<file path="src/wake_timer_pkg.sv">
// Package: states, time constants and carrier structs for the wake timer.
// Assumes a 50 MHz core clock; durations are counted in time base ticks.
package wake_timer_pkg;

  localparam int unsigned CLK_HZ = 50_000_000;
  // One time base tick per millisecond
  localparam int unsigned TICK_US = 1000;
  localparam int unsigned TICK_CYC = CLK_HZ / 1_000_000 * TICK_US;

  // Durations in ms as printed
  localparam int unsigned AWAKE_FLOOR_MS = 8;
  localparam int unsigned SLEEP_FLOOR_MS = 128;
  localparam int unsigned GRACE_MS = 1000;
  localparam int unsigned DEBOUNCE_MS = 32;
  localparam int unsigned HOLD_MIN_MS = 128;
  localparam int unsigned HOLD_MAX_MS = 16400;

  localparam int CNT_W = 32;

  typedef enum logic [2:0] {
    ST_AWAKE = 3'b000,
    ST_SLEEP = 3'b001,
    ST_SHUT_OFF = 3'b010,
    ST_OFF = 3'b011,
    ST_FROM_OFF = 3'b100
  } state_t;

  typedef struct packed {
    logic button_input;
    logic sleep_req;
    logic period_done;
    logic ceiling_done;
    logic ceiling_open;
  } ctrl_in_t;

  typedef struct packed {
    logic power_en;
    logic button_clean_out;
    logic wake_from_off_flag;
    logic going_down_flag;
  } ctrl_out_t;

endpackage

</file>
<file path="src/wake_debounce.sv">
// Debounce filter for the active low pushbutton line.
// Assumes the input is synchronous to clk_i and a 1 ms tick strobe.
`timescale 1ns/1ps
module wake_debounce
(
  // Clock and reset
  input wire logic clk_i,
  input wire logic rst_n_i,
  // Tick and raw level
  input wire logic tick_i,
  input wire logic raw_i,
  // Filtered level, high when released
  output logic clean_o
);

  logic clean_q, clean_d;
  logic [7:0] cnt_q, cnt_d;

  localparam logic [7:0] DB_TICKS =
    8'(wake_timer_pkg::DEBOUNCE_MS);

  always_comb
  begin
    clean_d = clean_q;
    cnt_d = cnt_q;
    if (raw_i == clean_q)
      cnt_d = 8'h00;
    else if (tick_i)
    begin
      if (cnt_q == DB_TICKS - 8'h01)
      begin
        clean_d = raw_i;
        cnt_d = 8'h00;
      end
      else
        cnt_d = cnt_q + 8'h01;
    end
  end

  always_ff @(posedge clk_i or negedge rst_n_i)
  begin
    if (!rst_n_i)
    begin
      clean_q <= 1'b1;
      cnt_q <= 8'h00;
    end
    else
    begin
      clean_q <= clean_d;
      cnt_q <= cnt_d;
    end
  end

  assign clean_o = clean_q;

endmodule // wake_debounce

</file>
<file path="src/wake_timer_power_control.sv">
// Power control state machine of a periodic wake-up timer.
// Assumes synchronous inputs and an external period/ceiling timer.
`timescale 1ns/1ps
module wake_timer_power_control
#(
  parameter bit INVERTED = 1'b0,
  parameter int unsigned HOLD_MS = wake_timer_pkg::HOLD_MIN_MS,
  parameter int unsigned TICK_CYCLES = wake_timer_pkg::TICK_CYC,
  parameter bit START_RUN = 1'b1
)
(
  // Clock and reset
  input wire logic clk_i,
  input wire logic rst_n_i,
  // Inputs from the system and external timers
  input wire logic button_input_i,
  input wire logic sleep_req_i,
  input wire logic period_done_i,
  input wire logic ceiling_done_i,
  input wire logic ceiling_open_i,
  // Power enable
  output logic power_en_o,
  // Open drain flags, output enable low means pulling low
  output logic button_clean_out_o,
  output logic button_clean_oe_n_o,
  output logic wake_from_off_flag_o,
  output logic wake_from_off_oe_n_o,
  output logic going_down_flag_o,
  output logic going_down_oe_n_o,
  // Status
  output wake_timer_pkg::state_t state_o
);

  ////////////////////////////////////////////////////////////////////////
  // Reset release and time base
  logic [1:0] rst_sync_q;
  logic rst_n;
  logic [31:0] tick_cnt_q, tick_cnt_d;
  logic tick;
  wake_timer_pkg::ctrl_in_t in_s;

  localparam logic [31:0] TICK_LAST = 32'(TICK_CYCLES - 1);
  localparam logic [31:0] AWAKE_T = 32'(wake_timer_pkg::AWAKE_FLOOR_MS);
  localparam logic [31:0] SLEEP_T = 32'(wake_timer_pkg::SLEEP_FLOOR_MS);
  localparam logic [31:0] GRACE_T = 32'(wake_timer_pkg::GRACE_MS);
  localparam logic [31:0] HOLD_T = 32'(HOLD_MS);

  always_ff @(posedge clk_i or negedge rst_n_i)
  begin
    if (!rst_n_i)
      rst_sync_q <= 2'h0;
    else
      rst_sync_q <= {rst_sync_q[0], 1'b1};
  end
  assign rst_n = rst_sync_q[1];

  always_comb
  begin
    tick_cnt_d = (tick_cnt_q == TICK_LAST) ? 32'h0 : tick_cnt_q + 32'h1;
  end
  assign tick = (tick_cnt_q == TICK_LAST);

  always_ff @(posedge clk_i or negedge rst_n)
  begin
    if (!rst_n)
      tick_cnt_q <= 32'h0;
    else
      tick_cnt_q <= tick_cnt_d;
  end

  assign in_s = '{button_input: button_input_i, sleep_req: sleep_req_i,
                  period_done: period_done_i, ceiling_done: ceiling_done_i,
                  ceiling_open: ceiling_open_i};

  ////////////////////////////////////////////////////////////////////////
  // Debounce: high or floating reads as released
  logic btn_clean;

  wake_debounce u_debounce
  (
    .clk_i(clk_i),
    .rst_n_i(rst_n),
    .tick_i(tick),
    .raw_i(in_s.button_input),
    .clean_o(btn_clean)
  );

  function automatic logic elapsed(input logic [31:0] cnt,
                                   input logic [31:0] lim);
    elapsed = (cnt >= lim);
  endfunction

  ////////////////////////////////////////////////////////////////////////
  // State machine
  wake_timer_pkg::state_t state_q, state_d;
  logic [31:0] st_cnt_q, st_cnt_d;
  logic [31:0] hold_cnt_q, hold_cnt_d;
  logic [31:0] req_cnt_q, req_cnt_d;
  logic sleep_prev_q, sleep_prev_d;
  logic btn_prev_q, btn_prev_d;
  logic started_q, started_d;
  logic press_fall, req_fall, run_mode, floor_ok, long_hold, long_req;
  logic sleep_quiet;

  assign press_fall = btn_prev_q && !btn_clean;
  assign req_fall = sleep_prev_q && !in_s.sleep_req;
  assign run_mode = (state_q == wake_timer_pkg::ST_AWAKE) ||
                    (state_q == wake_timer_pkg::ST_SLEEP) ||
                    (state_q == wake_timer_pkg::ST_FROM_OFF);
  assign floor_ok = elapsed(st_cnt_q, AWAKE_T);
  assign long_hold = elapsed(hold_cnt_q, HOLD_T);
  assign long_req = run_mode && elapsed(req_cnt_q, HOLD_T);
  // A request held through the sleep floor must wake first, not shut down
  assign sleep_quiet = (state_q == wake_timer_pkg::ST_SLEEP) &&
                       !elapsed(st_cnt_q, SLEEP_T);

  always_comb
  begin
    state_d = state_q;
    st_cnt_d = (tick && st_cnt_q != 32'hffffffff) ? st_cnt_q + 32'h1
                                                   : st_cnt_q;
    hold_cnt_d = btn_clean ? 32'h0 :
                 (tick && !long_hold) ? hold_cnt_q + 32'h1 : hold_cnt_q;
    // Sleep request length only counts in run mode
    req_cnt_d = (!in_s.sleep_req || !run_mode || sleep_quiet) ? 32'h0 :
                (tick && !long_req) ? req_cnt_q + 32'h1 : req_cnt_q;
    sleep_prev_d = in_s.sleep_req;
    btn_prev_d = btn_clean;
    started_d = 1'b1;
    if (!started_q)
      state_d = START_RUN ? wake_timer_pkg::ST_AWAKE
                          : wake_timer_pkg::ST_OFF;
    else if (run_mode && (long_hold || long_req))
      state_d = wake_timer_pkg::ST_SHUT_OFF;
    else
    begin
      unique case (state_q)
        wake_timer_pkg::ST_AWAKE,
        wake_timer_pkg::ST_FROM_OFF:
        begin
          if (floor_ok && (req_fall || in_s.ceiling_done ||
                           in_s.ceiling_open))
            state_d = wake_timer_pkg::ST_SLEEP;
        end
        wake_timer_pkg::ST_SLEEP:
        begin
          if (elapsed(st_cnt_q, SLEEP_T) &&
              (press_fall || in_s.period_done || in_s.sleep_req))
            state_d = wake_timer_pkg::ST_AWAKE;
        end
        wake_timer_pkg::ST_SHUT_OFF:
        begin
          if (elapsed(st_cnt_q, GRACE_T))
            state_d = wake_timer_pkg::ST_OFF;
        end
        wake_timer_pkg::ST_OFF:
        begin
          if (press_fall && !long_hold)
            state_d = wake_timer_pkg::ST_FROM_OFF;
        end
        default:
          state_d = wake_timer_pkg::ST_OFF;
      endcase
    end
    if (state_d != state_q)
      st_cnt_d = 32'h0;
    if (state_q == wake_timer_pkg::ST_OFF)
      st_cnt_d = 32'h0;
  end

  always_ff @(posedge clk_i or negedge rst_n)
  begin
    if (!rst_n)
    begin
      state_q <= wake_timer_pkg::ST_OFF;
      st_cnt_q <= 32'h0;
      hold_cnt_q <= 32'h0;
      req_cnt_q <= 32'h0;
      sleep_prev_q <= 1'b0;
      btn_prev_q <= 1'b1;
      started_q <= 1'b0;
    end
    else
    begin
      state_q <= state_d;
      st_cnt_q <= st_cnt_d;
      hold_cnt_q <= hold_cnt_d;
      req_cnt_q <= req_cnt_d;
      sleep_prev_q <= sleep_prev_d;
      btn_prev_q <= btn_prev_d;
      started_q <= started_d;
    end
  end

  ////////////////////////////////////////////////////////////////////////
  // Outputs, registered so nothing glitches onto the regulator
  wake_timer_pkg::ctrl_out_t out_q, out_d;
  logic wake_flag_q, wake_flag_d;
  logic pwr;

  always_comb
  begin
    // Shutting Off keeps power so the system can finish
    pwr = (state_d == wake_timer_pkg::ST_AWAKE) ||
          (state_d == wake_timer_pkg::ST_FROM_OFF) ||
          (state_d == wake_timer_pkg::ST_SHUT_OFF);
    wake_flag_d = wake_flag_q;
    if (state_d == wake_timer_pkg::ST_FROM_OFF)
      wake_flag_d = 1'b1;
    else if (!pwr || state_d == wake_timer_pkg::ST_SHUT_OFF)
      wake_flag_d = 1'b0;
    out_d.power_en = INVERTED ? !pwr : pwr;
    out_d.button_clean_out = btn_clean;
    out_d.wake_from_off_flag = !wake_flag_d;
    out_d.going_down_flag =
      !(state_d == wake_timer_pkg::ST_SHUT_OFF);
  end

  always_ff @(posedge clk_i or negedge rst_n)
  begin
    if (!rst_n)
    begin
      out_q <= '{power_en: INVERTED, button_clean_out: 1'b1,
                 wake_from_off_flag: 1'b1, going_down_flag: 1'b1};
      wake_flag_q <= 1'b0;
    end
    else
    begin
      out_q <= out_d;
      wake_flag_q <= wake_flag_d;
    end
  end

  assign power_en_o = out_q.power_en;
  assign button_clean_out_o = 1'b0;
  assign button_clean_oe_n_o = out_q.button_clean_out;
  assign wake_from_off_flag_o = 1'b0;
  assign wake_from_off_oe_n_o = out_q.wake_from_off_flag;
  assign going_down_flag_o = 1'b0;
  assign going_down_oe_n_o = out_q.going_down_flag;
  assign state_o = state_q;

endmodule // wake_timer_power_control

</file>
<file path="config.mk">
export PLATFORM = sky130hd
export DESIGN_NAME = wake_timer_power_control
export DESIGN_NICKNAME = d
export VERILOG_FILES = /design/src/wake_timer_pkg.sv /design/src/wake_debounce.sv /design/src/wake_timer_power_control.sv
export SDC_FILE = /design/constraint.sdc
export NUM_CORES = 1
export LEC_CHECK = 0
export BUFFER_PORTS_ARGS = -buffer_cell sky130_fd_sc_hd__buf_2
export CELL_PAD_IN_SITES_DETAIL_PLACEMENT = 1
export CELL_PAD_IN_SITES_GLOBAL_PLACEMENT = 2
export CORE_ASPECT_RATIO = 0.6
export CORE_UTILIZATION = 46
export DETAILED_ROUTE_END_ITERATION = 8
export PLACE_DENSITY = 0.82
export SLEW_MARGIN = 0
export SYNTH_ARGS = -nofsm -noshare
export SYNTH_HDL_FRONTEND = slang
export SYNTH_HIERARCHICAL = 1
export SYNTH_SLANG_ARGS = --single-unit
export TNS_END_PERCENT = 10
</file>
<file path="constraint.sdc">
create_clock -name clk_i -period 11.4 [get_ports clk_i]
set_input_delay 2.28 -clock clk_i [delete_from_list [all_inputs] [get_ports clk_i]]
set_output_delay 2.28 -clock clk_i [all_outputs]
set_load 0.02 [all_outputs]
</file>
==> results of run 1 <==
==> metal layers <==
layer / global-route usage (%) / up-vias / routed length, um / share of wire [%]
li1: - / 2473 / - / -
met1: 34.9 / 2709 / 9370 / 54
met2: 34.6 / 49 / 7560 / 43
met3: 3.69 / 15 / 324 / 1.9
met4: 5.54 / 0 / 186 / 1.1
met5: 0 / - / 0 / 0
==> synthesized netlist by cell type, types with 9 or more instances <==
master / n / area [sq um]
a21oi_1: 11 / 55.1
nor4_1: 26 / 163
nand2_1: 38 / 143
xor2_1: 35 / 307
inv_1: 25 / 93.8
buf_6: 9 / 101
and3_1: 16 / 100
clkbuf_1: 9 / 33.8
nand4_1: 32 / 200
dfrtp_1: 143 / 3580
nor3_1: 19 / 95.1
and2_1: 19 / 119
nor2_1: 64 / 240
nor3_2: 36 / 360
xnor2_1: 43 / 377
nand3_1: 37 / 185
nor2b_1: 19 / 119
==> logic make-up (layout without fill, tap and decap cells) <==
logic type,count (synthesis),count (layout),synth area share (%)
fa+ha+maj,8,8,1.35
xor+xnor,78,78,9.18
compound gates,51,51,5.53
mux,3,3,0.471
other cells,2,5,0.101
flops,149,149,50.2
simple gates,349,349,29.4
buf+inv,51,74,3.73
==> per-stage QoR <==
step | cells | power, uW | hold WS [ns] | area [sq um]
global placement | 888 | 638 | 0.339 | 7620
detailed placement | 888 | 641 | 0.341 | 7620
global route | 920 | 1230 | 0.379 | 8200
finish | 920 | 1190 | 0.352 | 8200
CTS | 920 | 1200 | 0.357 | 8200
floorplan | 694 | 628 | 0.331 | 7450
==> sequential cells by signal (all words and copies together) (netlist names), 2 cells and up <==
| signal | flops |
|---|---|
| u_debounce/cnt_q | 8 |
| hold_cnt_q | 32 |
| st_cnt_q | 32 |
| tick_cnt_q | 32 |
| req_cnt_q | 32 |
| rst_sync_q | 2 |
| state_o | 3 |
==> worst min path at each step <==
stage                              from             to  slack, ns  cells after the start
after global routing      rst_sync_q[0]  rst_sync_q[1]       0.38                      0
after detailed placement  rst_sync_q[0]  rst_sync_q[1]       0.34                      0
after floorplan           rst_sync_q[0]  rst_sync_q[1]       0.33                      0
final                     rst_sync_q[0]  rst_sync_q[1]       0.35                      0
after global placement    rst_sync_q[0]  rst_sync_q[1]       0.34                      0
after CTS                 rst_sync_q[0]  rst_sync_q[1]       0.36                      0
==> report_power, final <==
part	leakage, uW	total (uW)	internal, uW	switching (uW)
combinational	0.00137	83.8	19.4	64.4
clock	0.000279	556	313	243
sequential	0.00204	546	534	12.4
==> area by class of cell <==
| class | instances | area (sq um) | area share (%) |
|---|---|---|---|
| clock buffers | 18 | 439 | 5.36 |
| clock inverters | 14 | 140 | 1.71 |
| inverters | 25 | 93.8 | 1.14 |
| multi-input cells | 494 | 3440 | 41.9 |
| flip-flops and latches | 149 | 3740 | 45.6 |
| well taps | 203 | 254 | 3.10 |
| repair buffers | 17 | 95.1 | 1.16 |
==> metrics.yaml, run 1 <==
status: "finished, violations left"
violations: "design-rule violations"
clockBufferDepth: 2
cp-startpoint: "state_o[1]"
seq_area_frac_synth_pct: 50.2
vias_per_cell: 5.70
clock_sinks: 149
fin_setup_tns_ns: 0
preCtsSetupSlack_ns: 7.48
syn_inst: 691
cp-start-kind: "flop"
clk_latency_ns: 0.41
ys_async_sr_fraction_pct: 100
yosys_warnings: 6
cp_num_cells: 1
globalRouteOverflowTotal: 0
crit_chain: "buf_2"
hold_viol_final: 0
rsz0062_at_grt: "false"
r2r_slack_ns: 8.30
crit_buf_inv: 1
finalCritPeriodShare_pct: 31.7
arrival_ns: 1.33
post_cts.repair.setup_buffers: 0
first_iter_violations: 294
numCtsBuffers: 17
reg2regPathDepth: 7
io_buffer_count: 13
n_antenna_cell: 0
synth_area_per_cell_sq_um: 10.8
initial_utilization_pct: 47.7
post-route-util_pct: 52.6
ys_ff_latch: 149
wire_per_inst_um: 19.0
grt_pass1_vias: 5570
dieArea_sq_um: 16700
grt_antenna_before_repair: 0
pwr_density_cell_nw_per_um2: 145
grt_pass1_wl_um: 30300
synthesis.area_sq_um: 7440
gp_congestion: 0.792
slew_viol_final: 0
path_class: "flop to primary output"
drt-total-wl_um: 17400
tritoncts: "built"
postCtsHoldBufs: 0
cts.repair.resized: 0
core_area_sq_um: 15600
worst_pin_slew_ns: 1.12
setup_ws_ns: 7.79
pin_count: 17
worstPathRequired_ns: 9.12
crit_end: "state_o[1]"
rows: 35
htreeDepth: 4
critPathCaptureType: "primary output"
grt_util_all_layers_pct: 23.1
critPathTopFamily: "flip-flops"
cp_max_fo: 12
post-route-drc-count: 2
route.antenna.remaining_nets: 0
die_height_um: 101
fin_skew_ns: 0.0160
fillers: 1664
dr.pass1.iters: 6
nets: 719
period_minus_slack_ns: 3.61
vias: 5246
syn_to_final_growth_pct: 10.2
setup_violations: 0
path_clk_slew_ns: 0.07
max_stage_delay_ns: 0.70
r2r-end: "u_debounce/cnt_q[3]"
synth_cell_types: 72
final_layout_size_suffix_gt1_share_pct: 17.9
min_path_type: "flop to flop"
slew_headroom_pct: 25.4
r2r_start: "tick_cnt_q[24]"
cap_violations: 0
final_common_cell: "dfrtp_1"
p_leak_uw: 0.00369
die_w_um: 166
grt_max_degree: 82
synth-main-ff-cell: "dfrtp_1"
hpwl_um: 11700
final_cell_mix: "dfrtp_1 (142), nor2_1 (64), xnor2_1 (43), nand2_1 (38), nand3_1 (37)"
clockRootBuffer: "clkbuf_16"
peakVddDrop_mv: 0.0995
synth_edf_count: 0
max_freq_ghz: 0.277
cpMaxStageDelayCell: "dfstp_2"
(Power assumes the default switching activity.)
==> run 2, diff against run 1 <==
--- a/config.mk
+++ b/config.mk
@@ -9,9 +9,9 @@
 export CELL_PAD_IN_SITES_DETAIL_PLACEMENT = 1
 export CELL_PAD_IN_SITES_GLOBAL_PLACEMENT = 2
 export CORE_ASPECT_RATIO = 0.6
-export CORE_UTILIZATION = 46
+export CORE_UTILIZATION = 42
 export DETAILED_ROUTE_END_ITERATION = 8
-export PLACE_DENSITY = 0.82
+export PLACE_DENSITY = 0.76
 export SLEW_MARGIN = 0
 export SYNTH_ARGS = -nofsm -noshare
 export SYNTH_HDL_FRONTEND = slang
==> constraint.sdc (replaced) <==
create_clock -name clk_i -period 3.38 [get_ports clk_i]
set_input_delay 0.676 -clock clk_i [delete_from_list [all_inputs] [get_ports clk_i]]
set_output_delay 0.676 -clock clk_i [all_outputs]
set_load 0.02 [all_outputs]
==> metrics.yaml, run 2 (synthesis gave the netlist of run 1 again) <==
grt_antenna_before_repair: 0
final_common_cell: "dfrtp_1"
route.antenna.remaining_nets: 0
io_buffer_count: 13
tritoncts: "built"
clockBufferDepth: 2
peakVddDrop_mv: 0.405
grt_pass1_wl_um: 29600
setup_violations: 0
grt_max_degree: 67
grt_pass1_vias: 5539
arrival_ns: 3.12
dr.pass1.iters: 4
r2r-end: "st_cnt_q[13]"
reg2regPathDepth: 7
vias_per_cell: 5.45
status: "completed"
finalCritPeriodShare_pct: 83.5
grt_util_all_layers_pct: 20.7
rsz0062_at_grt: "false"
final_cell_mix: "dfrtp_1 (142), nor2_1 (64), xnor2_1 (43), nand2_1 (38), nand3_1 (37)"
vias: 5230
slew_viol_final: 0
path_clk_slew_ns: 0.06
die_w_um: 174
rows: 37
r2r_slack_ns: 0.56
multi_input_comb_area_sq_um: 3440
globalRouteOverflowTotal: 0
place_inst: 929
fin_setup_tns_ns: 0
post_cts.repair.setup_buffers: 0
drt-total-wl_um: 17100
nets: 729
clock_sinks: 149
cp_max_fo: 32
pin_count: 17
period_minus_slack_ns: 2.82
syn_to_final_growth_pct: 12.3
clk_latency_ns: 0.44
fillers: 1877
path_class: "flop to flop"
min_path_type: "input port to async pin"
max_freq_ghz: 0.355
final_cells: 960
cap_violations: 0
r2r_start: "req_cnt_q[30]"
postCtsHoldBufs: 0
htreeDepth: 4
seq_area_sq_um: 3740
first_iter_violations: 283
slew_headroom_pct: 46.0
cts.repair.resized: 0
fin_skew_ns: 0.0101
worstPathRequired_ns: 3.68
p_leak_uw: 0.00376
core_area_sq_um: 17200
pwr_density_cell_nw_per_um2: 493
final_layout_size_suffix_gt1_share_pct: 18.7
post-route-drc-count: 0
hpwl_um: 11700
final_area_sq_um: 8350
dieArea_sq_um: 18300
critPathCaptureType: "flop"
worst_pin_slew_ns: 0.804
die_height_um: 105
gp_congestion: 0.780
place_area_sq_um: 7740
timing.hold.ws_ns: 0.0241
hold_viol_final: 0
initial_utilization_pct: 43.2
clockRootBuffer: "clkbuf_16"
wire_per_inst_um: 17.8
numCtsBuffers: 17
cp-start-kind: "flop"
n_antenna_cell: 0
run 2: routing by layer:
metal / track usage (%) / wire length (um)
met5: 0 / 0
met4: 7.64 / 253
met3: 4.15 / 406
met2: 28.7 / 7220
met1: 31.5 / 9240
run 2: stage by stage:
| step | util [%] | total power, uW | worst slack, ns |
|---|---|---|---|
| floorplan | - | 2120 | 0.915 |
| global placement | 45.0 | 2170 | 0.609 |
| detailed placement | 45.0 | 2170 | 0.602 |
| CTS | 48.5 | 4170 | 0.602 |
| global route | 48.5 | 4270 | 0.399 |
| finish | 48.5 | 4110 | 0.559 |
run 2: critical path, stage by stage (launching register included):
cell and delay (ns):
dfrtp_1 0.37, nor4_1 0.48, nand4_1 0.32, nor4_2 0.53, o21ai_2 0.16, o31ai_4 0.23
buf_4 0.47, nor3_2 0.10
run 2: worst max-delay path by stage:
stage                             start             to  slack (ns)
after floorplan           rst_sync_q[1]  hold_cnt_q[0]        0.91
after global placement    req_cnt_q[30]    st_cnt_q[1]        0.61
after detailed placement  req_cnt_q[30]    st_cnt_q[0]        0.60
after CTS                 req_cnt_q[30]    st_cnt_q[0]        0.60
after global routing      req_cnt_q[31]    st_cnt_q[0]        0.40
final                     req_cnt_q[30]   st_cnt_q[13]        0.56
run 2: power breakdown:
group	total [uW]	internal, uW	switching [uW]	leakage [uW]
Sequential	1830	1800	31.7	0.00204
Clock	1980	1230	753	0.000298
Combinational	298	73.7	224	0.00143
Total	4110	3110	1010	0.00376
run 2: cell type report:
class | instances | share of cell area [%]
tap | 234 | 3.50
sequential | 149 | 44.8
inverter | 25 | 1.12
clock buffer | 22 | 5.80
timing repair buffer | 27 | 2.19
clock inverter | 9 | 1.50
multi-input combinational | 494 | 41.1
==> run 3, diff against run 2 <==
==> constraint.sdc (replaced) <==
create_clock -name clk_i -period 2.94 [get_ports clk_i]
set_input_delay 0.588 -clock clk_i [delete_from_list [all_inputs] [get_ports clk_i]]
set_output_delay 0.588 -clock clk_i [all_outputs]
set_load 0.02 [all_outputs]
==> metrics.yaml, run 3 (synthesis gave the netlist of run 1 again) <==
status: "completed"
fin_setup_tns_ns: 0
hpwl_um: 12100
io_buffer_count: 13
switching_share_pct: 24.6
p_leak_uw: 0.00378
drt-total-wl_um: 17500
n_antenna_cell: 0
syn_to_final_growth_pct: 13.1
tritoncts: "built"
final_layout_size_suffix_gt1_share_pct: 19.0
cp-start-kind: "flop"
path_class: "flop to flop"
nets: 734
place_area_sq_um: 7800
critPathCaptureType: "flop"
final_common_cell: "dfrtp_1"
numCtsBuffers: 17
path_clk_slew_ns: 0.06
r2r-end: "st_cnt_q[28]"
die_w_um: 174
pwr-share-comb_pct: 7.8
dieArea_sq_um: 18300
slew_viol_final: 0
vias: 5236
clockRootBuffer: "clkbuf_16"
worstHoldEndpoint: "sleep_prev_q"
vias_per_cell: 5.42
hold_start: "sleep_req_i"
whs_path_depth: 1
slew_headroom_pct: 19.9
cts.repair.resized: 0
grt_max_degree: 57
htreeDepth: 4
final_cell_mix: "dfrtp_1 (142), nor2_1 (64), xnor2_1 (43), nand2_1 (38), nand3_1 (37)"
cp_max_fo: 32
r2r_start: "req_cnt_q[25]"
period_minus_slack_ns: 2.54
dr.pass1.iters: 4
power.internal_uw: 3570
clock_sinks: 149
worstPathRequired_ns: 3.29
hold_viol_final: 0
first_iter_violations: 278
rows: 37
pin_count: 17
p_seq_share_pct: 44.6
p_switching_uw: 1160
post-route-drc-count: 0
preCtsSetupSlack_ns: 0.390
post-route-util_pct: 48.9
clockBufferDepth: 2
min_path_type: "input port to flop"
final_area_sq_um: 8420
p_clk_share_pct: 47.7
wire_per_inst_um: 18.1
globalRouteOverflowTotal: 0
fin_skew_ns: 0.0131
peakVddDrop_mv: 0.381
grt_util_all_layers_pct: 21.0
route.antenna.remaining_nets: 0
grt_antenna_before_repair: 0
finalCritPeriodShare_pct: 86.3
die_height_um: 105
grt_pass1_wl_um: 30000
rsz0062_at_grt: "false"
setup_ws_ns: 0.401
cap_violations: 0
arrival_ns: 2.88
pwr_density_cell_nw_per_um2: 563
reg2regPathDepth: 7
setup_violations: 0
gp_congestion: 0.817
initial_utilization_pct: 43.2
grt_pass1_vias: 5526
r2r_slack_ns: 0.40
worst_pin_slew_ns: 1.20
core_area_sq_um: 17200
max_freq_ghz: 0.394
clk_latency_ns: 0.43
## run 3: cell types whose count changed in the layout (fill, tap and decap cells not counted), sizes merged
cell,delta
clkinv,-1
dlygate4sd3,+1
clkbuf,+1
buf,+4
clkinvlp,+1
## run 3: stage by stage
step | std cells | power [uW] | hold slack [ns]
3_5_place_dp | 933 | 2520 | 0.336
2_1_floorplan | 694 | 2440 | 0.292
3_3_place_gp | 933 | 2510 | 0.339
6_report | 966 | 4740 | 0.298
5_1_grt | 966 | 4910 | 0.281
4_1_cts | 966 | 4810 | 0.277
## run 3: area by class of cell
type,instances,area (sq um)
fillers,1897,8810
flip-flops and latches,149,3740
multi-input cells,494,3440
clock buffers,23,478
well taps,234,293
repair buffers,32,248
clock inverters,9,128
inverters,25,93.8
## run 3: per-layer routing
layer	share of wire, %	global-route usage (%)
met1	54	31.8
met2	41	29.1
met3	2.9	4.69
met4	1.6	7.14
met5	0	0
## run 3: what timing repair did
action	CTS	global route
hold buffers	1	0
buffers inserted	0	0
hold endpoints to repair	2	0
## run 3: critical path, cell delays in order, from the launching register on
cell and delay (ns):
dfrtp_1 0.39, nor4_1 0.42, nand4_1 0.29, nor4_2 0.47
nand4b_1 0.16, a21o_1 0.21, buf_4 0.28, nor3_2 0.22
## run 3: how the worst max path moves through the flow
stage,cells after the start,slack (ns),to,from
after floorplan,0,0.47,hold_cnt_q[0],rst_sync_q[1]
after global placement,7,0.47,st_cnt_q[0],req_cnt_q[26]
after detailed placement,7,0.39,st_cnt_q[0],req_cnt_q[26]
after CTS,7,0.37,st_cnt_q[0],req_cnt_q[26]
after global routing,7,0.25,st_cnt_q[0],hold_cnt_q[29]
final,7,0.40,st_cnt_q[28],req_cnt_q[25]
## run 3: power groups by stage
stage	registers (uW)	clock network (uW)	logic [uW]
after CTS	2110	2320	375
after global placement	2150	0	363
final	2110	2260	368
after floorplan	2160	0	278
after global routing	2110	2400	400
after detailed placement	2150	0	371
